--- config.mk ---
export PLATFORM = sky130hd
export DESIGN_NAME = short_power_detect_tx_gate
export DESIGN_NICKNAME = d
export VERILOG_FILES = /design/src/verilog/spd_pkg.sv /design/src/verilog/power_slice.sv /design/src/verilog/short_power_detect_tx_gate.sv
export SDC_FILE = /design/constraint.sdc
export NUM_CORES = 1
export LEC_CHECK = 0
export BUFFER_PORTS_ARGS = -buffer_cell sky130_fd_sc_hd__buf_2
export CORE_MARGIN = 1.5
export CORE_UTILIZATION = 60
export DETAILED_ROUTE_END_ITERATION = 12
export GPL_TIMING_DRIVEN = 1
export PLACE_DENSITY_LB_ADDON = 0.12
export SETUP_SLACK_MARGIN = 0.05
export SYNTH_ARGS = -nofsm -noshare
export SYNTH_HDL_FRONTEND = slang
export SYNTH_HIERARCHICAL = 1
export SYNTH_SLANG_ARGS = --single-unit
--- constraint.sdc ---
create_clock -name pclk -period 11.8 [get_ports pclk]
set_input_delay 2.95 -clock pclk [delete_from_list [all_inputs] [get_ports pclk]]
set_output_delay 2.95 -clock pclk [all_outputs]
set_load 0.005 [all_outputs]
--- src/verilog/spd_pkg.sv ---
/*
  Constants for the short-window power detector and transmit gate.
  Assumes register indices are word indices on APB (byte addr = 4 * index).
*/
package spd_pkg;
  localparam int NCONV = 2;
  localparam int POWER_W = 13;
  localparam int SAMPLE_W = 16;
  localparam int MSB_USED = 6;
  localparam int MASK_W = 9;
  // register indices
  localparam logic [11:0] IDX_PAGE = 12'h008;
  localparam logic [11:0] IDX_SP_CTRL = 12'h58A;
  localparam logic [11:0] IDX_SP_LOW = 12'h58B;
  localparam logic [11:0] IDX_SP_HIGH = 12'h58C;
  localparam logic [11:0] IDX_FSM_CTRL = 12'h58D;
  localparam logic [11:0] IDX_OVR = 12'h596;
  localparam logic [11:0] IDX_MASK_LOW = 12'h597;
  localparam logic [11:0] IDX_MASK_HIGH = 12'h598;
  localparam logic [11:0] IDX_FLUSH = 12'h599;
  localparam logic [11:0] IDX_IRQ_STATUS = 12'h5A0;
  localparam logic [11:0] IDX_IRQ_MASK = 12'h5A1;
  // field positions
  localparam int SP_ON_BIT = 7;
  localparam int OVR_VALUE_BIT = 3;
  localparam int OVR_ON_BIT = 2;
  localparam int FSM_ON_BIT = 0;
  localparam int FLUSH_BIT = 0;
  // reset values
  localparam logic [1:0] PAGE_RST = 2'h1;
  localparam logic [7:0] FSM_CTRL_RST = 8'h02;
  localparam logic FLUSH_RST = 1'b1;
  // power-averaging clock multipliers, in dac periods
  localparam logic [7:0] PA_MULT_BOTH = 8'h04;
  localparam logic [7:0] PA_MULT_CHAN1 = 8'h08;
  localparam logic [7:0] PA_FIXED = 8'h20;
  typedef enum logic [2:0] {
    GATE_OFF = 3'b001,
    GATE_ON = 3'b010,
    GATE_TRIP = 3'b100
  } gate_state_e;
endpackage

--- src/verilog/power_slice.sv ---
/*
  One converter's power averager, threshold check and transmit gate.
  Assumes pa_tick is a one-cycle strobe per power-averaging clock period.
*/
`timescale 1ns/1ps
module power_slice (
  input wire logic pclk,
  input wire logic presetn,
  input wire logic pa_tick,
  input wire logic [spd_pkg::SAMPLE_W-1:0] sample_i,
  input wire logic [spd_pkg::SAMPLE_W-1:0] sample_q,
  input wire logic power_on,
  input wire logic [1:0] window_exp,
  input wire logic [spd_pkg::POWER_W-1:0] power_limit,
  input wire logic fsm_on,
  input wire logic override_on,
  input wire logic override_value,
  input wire logic gate_pin,
  output logic [spd_pkg::POWER_W-1:0] avg_power,
  output logic power_error,
  output logic error_event,
  output logic tx_gate_en
);
  import spd_pkg::*;

  logic signed [MSB_USED-1:0] i_top;
  logic signed [MSB_USED-1:0] q_top;
  logic signed [2*MSB_USED-1:0] i_sq;
  logic signed [2*MSB_USED-1:0] q_sq;
  logic [POWER_W-1:0] inst_power;
  logic [15:0] acc_reg;
  logic [15:0] acc_sum;
  logic [3:0] cnt_reg;
  logic [3:0] cnt_last;
  logic gate_req;
  gate_state_e state_reg;
  gate_state_e state_next;

  // only the top bits of each sample feed the squarer
  assign i_top = sample_i[SAMPLE_W-1 -: MSB_USED];
  assign q_top = sample_q[SAMPLE_W-1 -: MSB_USED];
  assign i_sq = i_top * i_top;
  assign q_sq = q_top * q_top;
  assign inst_power = {1'b0, i_sq} + {1'b0, q_sq};
  assign acc_sum = acc_reg + {3'h0, inst_power};
  assign cnt_last = 4'((1 << window_exp) - 1); // window = 2^exp ticks

  // averager; sum of 2^exp samples shifted back down is the mean
  always_ff @(posedge pclk or negedge presetn) begin
    if (!presetn) begin
      acc_reg <= 16'h0000;
      cnt_reg <= 4'h0;
      avg_power <= 13'h0000;
      power_error <= 1'b0;
    end else if (!power_on) begin // both calculation and check idle
      acc_reg <= 16'h0000;
      cnt_reg <= 4'h0;
      power_error <= 1'b0;
    end else if (pa_tick) begin
      if (cnt_reg >= cnt_last) begin
        acc_reg <= 16'h0000;
        cnt_reg <= 4'h0;
        avg_power <= POWER_W'(acc_sum >> window_exp);
        power_error <= POWER_W'(acc_sum >> window_exp) > power_limit;
      end else begin
        acc_reg <= acc_sum;
        cnt_reg <= cnt_reg + 4'h1;
      end
    end
  end

  // one-cycle pulse on each rising error, feeds the sticky status
  always_ff @(posedge pclk or negedge presetn) begin
    if (!presetn) begin
      error_event <= 1'b0;
    end else begin
      error_event <= power_on && pa_tick && cnt_reg >= cnt_last &&
                     POWER_W'(acc_sum >> window_exp) > power_limit && !power_error;
    end
  end

  // software value replaces the pin when override is on
  assign gate_req = override_on ? override_value : gate_pin;

  // gate fsm: a trip holds enable low until the request drops
  always_comb begin
    state_next = state_reg;
    case (state_reg)
      GATE_OFF: begin
        if (fsm_on && gate_req && !power_error) begin
          state_next = GATE_ON;
        end
      end
      GATE_ON: begin
        if (!fsm_on || !gate_req) begin
          state_next = GATE_OFF;
        end else if (power_error) begin
          state_next = GATE_TRIP;
        end
      end
      GATE_TRIP: begin
        if (!fsm_on || !gate_req) begin
          state_next = GATE_OFF;
        end
      end
      default: state_next = GATE_OFF;
    endcase
  end

  always_ff @(posedge pclk or negedge presetn) begin
    if (!presetn) begin
      state_reg <= GATE_OFF;
    end else begin
      state_reg <= state_next;
    end
  end

  // without the fsm the request passes straight through
  always_ff @(posedge pclk or negedge presetn) begin
    if (!presetn) begin
      tx_gate_en <= 1'b0;
    end else if (fsm_on) begin
      tx_gate_en <= state_next == GATE_ON;
    end else begin
      tx_gate_en <= gate_req;
    end
  end
endmodule // power_slice

--- src/verilog/short_power_detect_tx_gate.sv ---
/*
  Short-window power detector and transmit gate for two converters, APB slave.
  Assumes sample and pin inputs are synchronous to pclk, one dac period per pclk.
*/
// The APB register port was chosen for this implementation.
`timescale 1ns/1ps
module short_power_detect_tx_gate (
  input wire logic pclk,
  input wire logic presetn,
  input wire logic psel,
  input wire logic penable,
  input wire logic pwrite,
  input wire logic [15:0] paddr,
  input wire logic [31:0] pwdata,
  output logic [31:0] prdata,
  output logic pready,
  output logic pslverr,
  input wire logic [3:0] main_interp,
  input wire logic [3:0] chan_interp,
  input wire logic [spd_pkg::NCONV-1:0][spd_pkg::SAMPLE_W-1:0] sample_i,
  input wire logic [spd_pkg::NCONV-1:0][spd_pkg::SAMPLE_W-1:0] sample_q,
  input wire logic [spd_pkg::NCONV-1:0] tx_gate_pin,
  output logic [spd_pkg::NCONV-1:0] tx_gate_en,
  output logic [spd_pkg::NCONV-1:0] short_power_error,
  output logic [spd_pkg::NCONV-1:0] datapath_flush_on,
  output logic [spd_pkg::NCONV-1:0][spd_pkg::MASK_W-1:0] link_protect_irq_mask,
  output logic irq
);
  import spd_pkg::*;

  logic [1:0] converter_page_select;
  logic [NCONV-1:0] short_avg_power_on;
  logic [NCONV-1:0][1:0] short_avg_window_exp;
  logic [NCONV-1:0][POWER_W-1:0] short_avg_power_limit;
  logic [NCONV-1:0][POWER_W-1:0] short_avg_power_value;
  logic [NCONV-1:0][7:0] fsm_ctrl_reg;
  logic [NCONV-1:0] sw_tx_gate_value;
  logic [NCONV-1:0] sw_tx_gate_override_on;
  logic [NCONV-1:0][MASK_W-1:0] mask_reg;
  logic [NCONV-1:0] flush_reg;
  logic [NCONV-1:0] error_event;
  logic [NCONV-1:0] irq_status_reg;
  logic [NCONV-1:0] irq_mask_reg;
  logic [7:0] pa_period;
  logic [7:0] pa_cnt_reg;
  logic pa_tick;
  logic [11:0] idx;
  logic wr_en;
  logic rd_sel;
  logic mapped;
  logic [31:0] rdata_next;

  // power-averaging period in dac periods (= pclk cycles)
  always_comb begin
    if (main_interp > 4'h1 && chan_interp > 4'h1) begin
      pa_period = 8'(PA_MULT_BOTH * main_interp);
    end else if (chan_interp == 4'h1 && main_interp > 4'h1) begin
      pa_period = 8'(PA_MULT_CHAN1 * main_interp);
    end else begin
      pa_period = PA_FIXED;
    end
  end

  // free-running divider; one tick per averaging period
  always_ff @(posedge pclk or negedge presetn) begin
    if (!presetn) begin
      pa_cnt_reg <= 8'h00;
    end else if (pa_cnt_reg >= pa_period - 8'h01) begin
      pa_cnt_reg <= 8'h00;
    end else begin
      pa_cnt_reg <= pa_cnt_reg + 8'h01;
    end
  end
  assign pa_tick = pa_cnt_reg >= pa_period - 8'h01;

  // apb decode; printed offsets are word indices
  assign idx = paddr[13:2];
  assign wr_en = psel && penable && pready && pwrite;
  assign rd_sel = !converter_page_select[0]; // reads come from lowest paged

  // page select; a write may page both converters at once
  always_ff @(posedge pclk or negedge presetn) begin
    if (!presetn) begin
      converter_page_select <= PAGE_RST;
    end else if (wr_en && idx == IDX_PAGE) begin
      converter_page_select <= pwdata[1:0];
    end
  end

  // paged power controls
  always_ff @(posedge pclk or negedge presetn) begin
    if (!presetn) begin
      short_avg_power_on <= '0;
      short_avg_window_exp <= '0;
      short_avg_power_limit <= '0;
    end else begin
      for (int c = 0; c < NCONV; c++) begin
        if (wr_en && converter_page_select[c]) begin
          if (idx == IDX_SP_CTRL) begin
            short_avg_power_on[c] <= pwdata[SP_ON_BIT];
            short_avg_window_exp[c] <= pwdata[1:0];
          end
          if (idx == IDX_SP_LOW - 12'h003) begin
            short_avg_power_limit[c][7:0] <= pwdata[7:0];
          end
          if (idx == IDX_SP_LOW - 12'h002) begin
            short_avg_power_limit[c][12:8] <= pwdata[4:0];
          end
        end
      end
    end
  end

  // paged gate controls
  always_ff @(posedge pclk or negedge presetn) begin
    if (!presetn) begin
      for (int c = 0; c < NCONV; c++) begin
        fsm_ctrl_reg[c] <= FSM_CTRL_RST; // fsm bit clear
      end
      sw_tx_gate_value <= '0;
      sw_tx_gate_override_on <= '0;
    end else begin
      for (int c = 0; c < NCONV; c++) begin
        if (wr_en && converter_page_select[c]) begin
          if (idx == IDX_FSM_CTRL) begin
            fsm_ctrl_reg[c] <= pwdata[7:0];
          end
          if (idx == IDX_OVR) begin
            sw_tx_gate_value[c] <= pwdata[OVR_VALUE_BIT];
            sw_tx_gate_override_on[c] <= pwdata[OVR_ON_BIT];
          end
        end
      end
    end
  end

  // paged link mask and flush enable
  always_ff @(posedge pclk or negedge presetn) begin
    if (!presetn) begin
      mask_reg <= '0;
      flush_reg <= {NCONV{FLUSH_RST}}; // flush on by default
    end else begin
      for (int c = 0; c < NCONV; c++) begin
        if (wr_en && converter_page_select[c]) begin
          if (idx == IDX_MASK_LOW) begin
            mask_reg[c][7:0] <= pwdata[7:0];
          end
          if (idx == IDX_MASK_HIGH) begin
            mask_reg[c][8] <= pwdata[0];
          end
          if (idx == IDX_FLUSH) begin
            flush_reg[c] <= pwdata[FLUSH_BIT];
          end
        end
      end
    end
  end

  // sticky error status, write one to clear; a new event wins
  always_ff @(posedge pclk or negedge presetn) begin
    if (!presetn) begin
      irq_status_reg <= '0;
      irq_mask_reg <= '0;
    end else begin
      if (wr_en && idx == IDX_IRQ_MASK) begin
        irq_mask_reg <= pwdata[NCONV-1:0];
      end
      if (wr_en && idx == IDX_IRQ_STATUS) begin
        irq_status_reg <= (irq_status_reg & ~pwdata[NCONV-1:0]) | error_event;
      end else begin
        irq_status_reg <= irq_status_reg | error_event;
      end
    end
  end

  // irq registered so the output comes from a flop
  always_ff @(posedge pclk or negedge presetn) begin
    if (!presetn) begin
      irq <= 1'b0;
    end else begin
      irq <= |(irq_status_reg & irq_mask_reg);
    end
  end

  // read mux; reserved bits read zero
  always_comb begin
    rdata_next = 32'h0000_0000;
    mapped = 1'b1;
    case (idx)
      IDX_PAGE: rdata_next[1:0] = converter_page_select;
      IDX_SP_LOW - 12'h003: rdata_next[7:0] = short_avg_power_limit[rd_sel][7:0];
      IDX_SP_LOW - 12'h002: rdata_next[4:0] = short_avg_power_limit[rd_sel][12:8];
      IDX_SP_CTRL: begin
        rdata_next[SP_ON_BIT] = short_avg_power_on[rd_sel];
        rdata_next[1:0] = short_avg_window_exp[rd_sel];
      end
      IDX_SP_LOW: rdata_next[7:0] = short_avg_power_value[rd_sel][7:0];
      IDX_SP_HIGH: rdata_next[4:0] = short_avg_power_value[rd_sel][12:8];
      IDX_FSM_CTRL: rdata_next[7:0] = fsm_ctrl_reg[rd_sel];
      IDX_OVR: begin
        rdata_next[OVR_VALUE_BIT] = sw_tx_gate_value[rd_sel];
        rdata_next[OVR_ON_BIT] = sw_tx_gate_override_on[rd_sel];
      end
      IDX_MASK_LOW: rdata_next[7:0] = mask_reg[rd_sel][7:0];
      IDX_MASK_HIGH: rdata_next[0] = mask_reg[rd_sel][8];
      IDX_FLUSH: rdata_next[FLUSH_BIT] = flush_reg[rd_sel];
      IDX_IRQ_STATUS: rdata_next[NCONV-1:0] = irq_status_reg;
      IDX_IRQ_MASK: rdata_next[NCONV-1:0] = irq_mask_reg;
      default: mapped = 1'b0;
    endcase
  end

  // one wait-free access: data and ready valid through the access phase
  always_ff @(posedge pclk or negedge presetn) begin
    if (!presetn) begin
      pready <= 1'b0;
      pslverr <= 1'b0;
      prdata <= 32'h0000_0000;
    end else begin
      pready <= psel && !penable;
      pslverr <= psel && !penable && !mapped;
      prdata <= (psel && !penable && !pwrite) ? rdata_next : 32'h0000_0000;
    end
  end

  // outputs registered one cycle after the control flops
  always_ff @(posedge pclk or negedge presetn) begin
    if (!presetn) begin
      datapath_flush_on <= {NCONV{FLUSH_RST}};
      link_protect_irq_mask <= '0;
    end else begin
      datapath_flush_on <= flush_reg;
      link_protect_irq_mask <= mask_reg;
    end
  end

  // one power and gate slice per converter
  for (genvar c = 0; c < NCONV; c++) begin : g_slice
    power_slice u_slice (
      .pclk(pclk),
      .presetn(presetn),
      .pa_tick(pa_tick),
      .sample_i(sample_i[c]),
      .sample_q(sample_q[c]),
      .power_on(short_avg_power_on[c]),
      .window_exp(short_avg_window_exp[c]),
      .power_limit(short_avg_power_limit[c]),
      .fsm_on(fsm_ctrl_reg[c][FSM_ON_BIT]),
      .override_on(sw_tx_gate_override_on[c]),
      .override_value(sw_tx_gate_value[c]),
      .gate_pin(tx_gate_pin[c]),
      .avg_power(short_avg_power_value[c]),
      .power_error(short_power_error[c]),
      .error_event(error_event[c]),
      .tx_gate_en(tx_gate_en[c])
    );
  end
endmodule // short_power_detect_tx_gate

==> run summary <==
### Run status
• completed — outcome

### Logic synthesis
• sky130_fd_sc_hd__dfrtp_1 (28%), sky130_fd_sc_hd__fa_1 (12%), sky130_fd_sc_hd__ha_1 (11%) — leading post-synthesis cells by cell area
• 0 — EDFF count, synth
• 13.3% — basic-gate share of the synthesized area counting and, or, nand and nor cells
• 10.5% — mux contribution to synthesized area
• 195 — post-synthesis register bit count
• 1,652 — cell count after synthesis
• 29.2% — proportion of synthesized chip area in sequential cells
• 13.6% — area fraction in compound gates after synthesis
• 99 — Netlist cell types
• 10.1 um2 — average size of a mapped cell
• 27.8% — area share of the leading cell type in the synthesized netlist
• 3.97% — fraction of synthesized cell area in xor and xnor cells
• 16,700 um2 — area of the mapped netlist
• sky130_fd_sc_hd__dfrtp_1 — largest area contributor in the netlist
• 6 — total number of yosys warnings
• adder cells — main combinational cell family by area after synthesis
• 23.1% — fraction of the mapped netlist area in adder cells
• sky130_fd_sc_hd__dfrtp_1 — predominant post-synthesis flop cell
• 100% — Post-synth ARST share

### Critical path
• sky130_fd_sc_hd__a21oi_1 — CP max-delay cell
• g_slice[0].u_slice/power_error — worst flop-to-flop path endpoint
• sky130_fd_sc_hd__fa_1 — most numerous cell on the critical path
• 7170 ps — reg2reg setup slack
• 12,110 ps — Req. time, crit path
• g_slice[0].u_slice/acc_reg[5] — Worst R2R Start
• primary input to flip-flop — worst setup path category
• sample_q[11] — launching instance or port of the critical path
• 620 ps — worst stage delay on the critical path
• g_slice[0].u_slice/power_error — capturing instance or port of the critical path
• primary input — nature of the critical path startpoint
• flip-flop — crit end category
• 13 — worst reg-to-reg path cell count
• 10,500 ps — Arr. time, crit path
• 16 — largest fanout on the critical path

### Timing
• 1180 ps — transition time at the pin with the least slew margin
• 0 ps — aggregate negative setup slack
• no — RSZ-0062 raised after global routing
• 0 — Hold Fails Final Rpt
• 16.3 ps — Worst Skew
• 21.3% — Slew HR
• 379 ps — hold slack final
• 86.3% — crit share post-route
• 98.2 MHz — maximum achievable frequency
• 10,180 ps — final critical path time including I/O delays and setup
• 0 — number of setup violations in the final report
• 0 — number of pins with negative max-slew slack in the final report

### Place
• 28,600 um — HPWL reported at the end of detailed placement
• 17,400 um2 — Post-Place Cell Area
• 93 — Port Buffer Count
• 0.899 — Placer Congestion

### Clock network
• 195 — clock tree sinks
• 0 — number of buffers added to fix hold violations after cts
• 80 ps — clock slew at reported path FFs
• yes — clock tree from TritonCTS
• 450 ps — clock latency on the worst-skew pair
• 0 — setup repair bufs after CTS
• 4 — CTS H-tree depth
• sky130_fd_sc_hd__clkbuf_16 — Clock Root Buffer
• 2 — maximum root-to-sink buffer count
• 17 — clock buffer count from CTS
• 0 — CTS resizes

### Floorplan
• 27,200 um2 — area of the core
• 61.6% — effective utilization at floorplan
• 170 um — height of the die
• 170 um — Die W
• 186 — number of ports placed on the die boundary
• 28,900 um2 — die area
• 60 — number of placement rows

### Worst hold path
• flip-flop to flip-flop — Hold Path Class
• flush_reg[1] — hold_sp

### Finish
• 0 — Antenna Cells
• 18,000 um2 — post-route cell area
• 7.79% — Layout Area Growth over Synthesis
• 66.4% — share of the core filled with cells in the final layout
• 16.6% — layout cells sized above 1
• 2,098 — count of nets after finishing
• 32 — max FFs per register

### Detailed routing
• 17.6 um — average routed wire per standard cell
• 5.93 — via count normalized by instance count
• 829 — detailed router's first-iteration violation count
• 12.5k — total number of vias
• 0 — Detail Route Antenna Nets
• 0 — Residual DRC
• 37,100 um — sum of routed wire length over all layers
• 8 — drt pass-1 iters

### Flow run
• 0 — Maximum Capacitance Violations

### Global routing
• 0 — number of antenna violations at the first check in global routing
• 12.6k — vias in the first global route
• 63,300 um — first-pass GRT wire length
• 0 — global-route congestion overflow total
• 27.5% — Overall Global Routing Usage
• 72 — pin count of the biggest net entering global routing

through the flow:
stage / setup slack (ps) / cells
2_1_floorplan: 2290 / 1675
3_3_place_gp: 1380 / 2076
3_5_place_dp: 1240 / 2076
4_1_cts: 1690 / 2108
5_1_grt: 1200 / 2108
6_report: 1620 / 2108
how the worst min path moves through the flow:
stage,end,slack (ps),depth (start not counted)
global placement,datapath_flush_on[1],370,0
floorplan,datapath_flush_on[1],360,0
finish,datapath_flush_on[1],380,0
detailed placement,datapath_flush_on[1],370,0
global route,datapath_flush_on[1],390,0
CTS,datapath_flush_on[1],380,0
cell families after synthesis:
family          Yosys count
mux                     160
other cells               2
simple gates            405
fa+ha+maj               248
buf+inv                 242
xor+xnor                 75
compound gates          325
flops                   195
synthesized netlist by cell type (10+ instances only):
library cell / number
sky130_fd_sc_hd__dfrtp_1: 186
sky130_fd_sc_hd__inv_1: 170
sky130_fd_sc_hd__ha_1: 146
sky130_fd_sc_hd__nand2_1: 106
sky130_fd_sc_hd__fa_1: 102
sky130_fd_sc_hd__mux2_2: 93
sky130_fd_sc_hd__a21oi_1: 72
sky130_fd_sc_hd__nor2_1: 64
sky130_fd_sc_hd__mux2i_1: 60
sky130_fd_sc_hd__o21ai_0: 49
sky130_fd_sc_hd__and2_1: 45
sky130_fd_sc_hd__xnor2_1: 41
sky130_fd_sc_hd__xor2_1: 33
sky130_fd_sc_hd__nand2b_1: 32
sky130_fd_sc_hd__nand3_1: 28
sky130_fd_sc_hd__a21o_1: 27
sky130_fd_sc_hd__buf_4: 26
sky130_fd_sc_hd__a22o_1: 25
sky130_fd_sc_hd__clkbuf_1: 24
sky130_fd_sc_hd__nor3_1: 22
sky130_fd_sc_hd__nor2b_1: 20
sky130_fd_sc_hd__o22ai_1: 20
sky130_fd_sc_hd__a31oi_1: 14
sky130_fd_sc_hd__nand4_1: 14
sky130_fd_sc_hd__o21a_1: 14
sky130_fd_sc_hd__o211ai_1: 13
sky130_fd_sc_hd__and3_1: 12
sky130_fd_sc_hd__buf_2: 10
critical path: cells and delay by family:
| family | cells | cell delay [ps] |
|---|---|---|
| adder cells (fa/ha/maj) | 8 | 3660 |
| AO/OA/AOI/OAI | 10 | 2500 |
| AND/OR/NAND/NOR | 4 | 690 |
| XOR/XNOR | 2 | 420 |
| buffers and inverters | 3 | 280 |
routing by layer:
layer,track usage (%),share of wire (%),vias to the layer above
met5,0,0,-
met4,8.39,2.3,0
met3,3.14,3.9,78
met2,46.2,48,336
met1,37.6,45,6175
li1,-,-,5909
placed cells by master, fill, tap and decap left out, types with 28 or more instances in the layout:
cell type and n:
sky130_fd_sc_hd__fa_1 102, sky130_fd_sc_hd__nor2_1 64, sky130_fd_sc_hd__ha_1 146, sky130_fd_sc_hd__mux2i_1 60
sky130_fd_sc_hd__inv_1 170, sky130_fd_sc_hd__o21ai_0 49, sky130_fd_sc_hd__dfrtp_1 186, sky130_fd_sc_hd__nand2b_1 32
sky130_fd_sc_hd__xor2_1 33, sky130_fd_sc_hd__xnor2_1 41, sky130_fd_sc_hd__nand2_1 106, sky130_fd_sc_hd__and2_1 45
sky130_fd_sc_hd__buf_2 92, sky130_fd_sc_hd__mux2_2 93, sky130_fd_sc_hd__nand3_1 28, sky130_fd_sc_hd__a21oi_1 72
area by class of cell:
type / instances / area, um2
repair buffers: 100 / 527
well taps: 372 / 465
fillers: 2216 / 9130
multi-input cells: 1238 / 10900
flip-flops and latches: 195 / 4890
inverters: 171 / 642
clock inverters: 14 / 194
clock buffers: 18 / 439
Power is not shown: default switching activity piles up to over one toggle a cycle in this logic, so the estimate is an artifact.
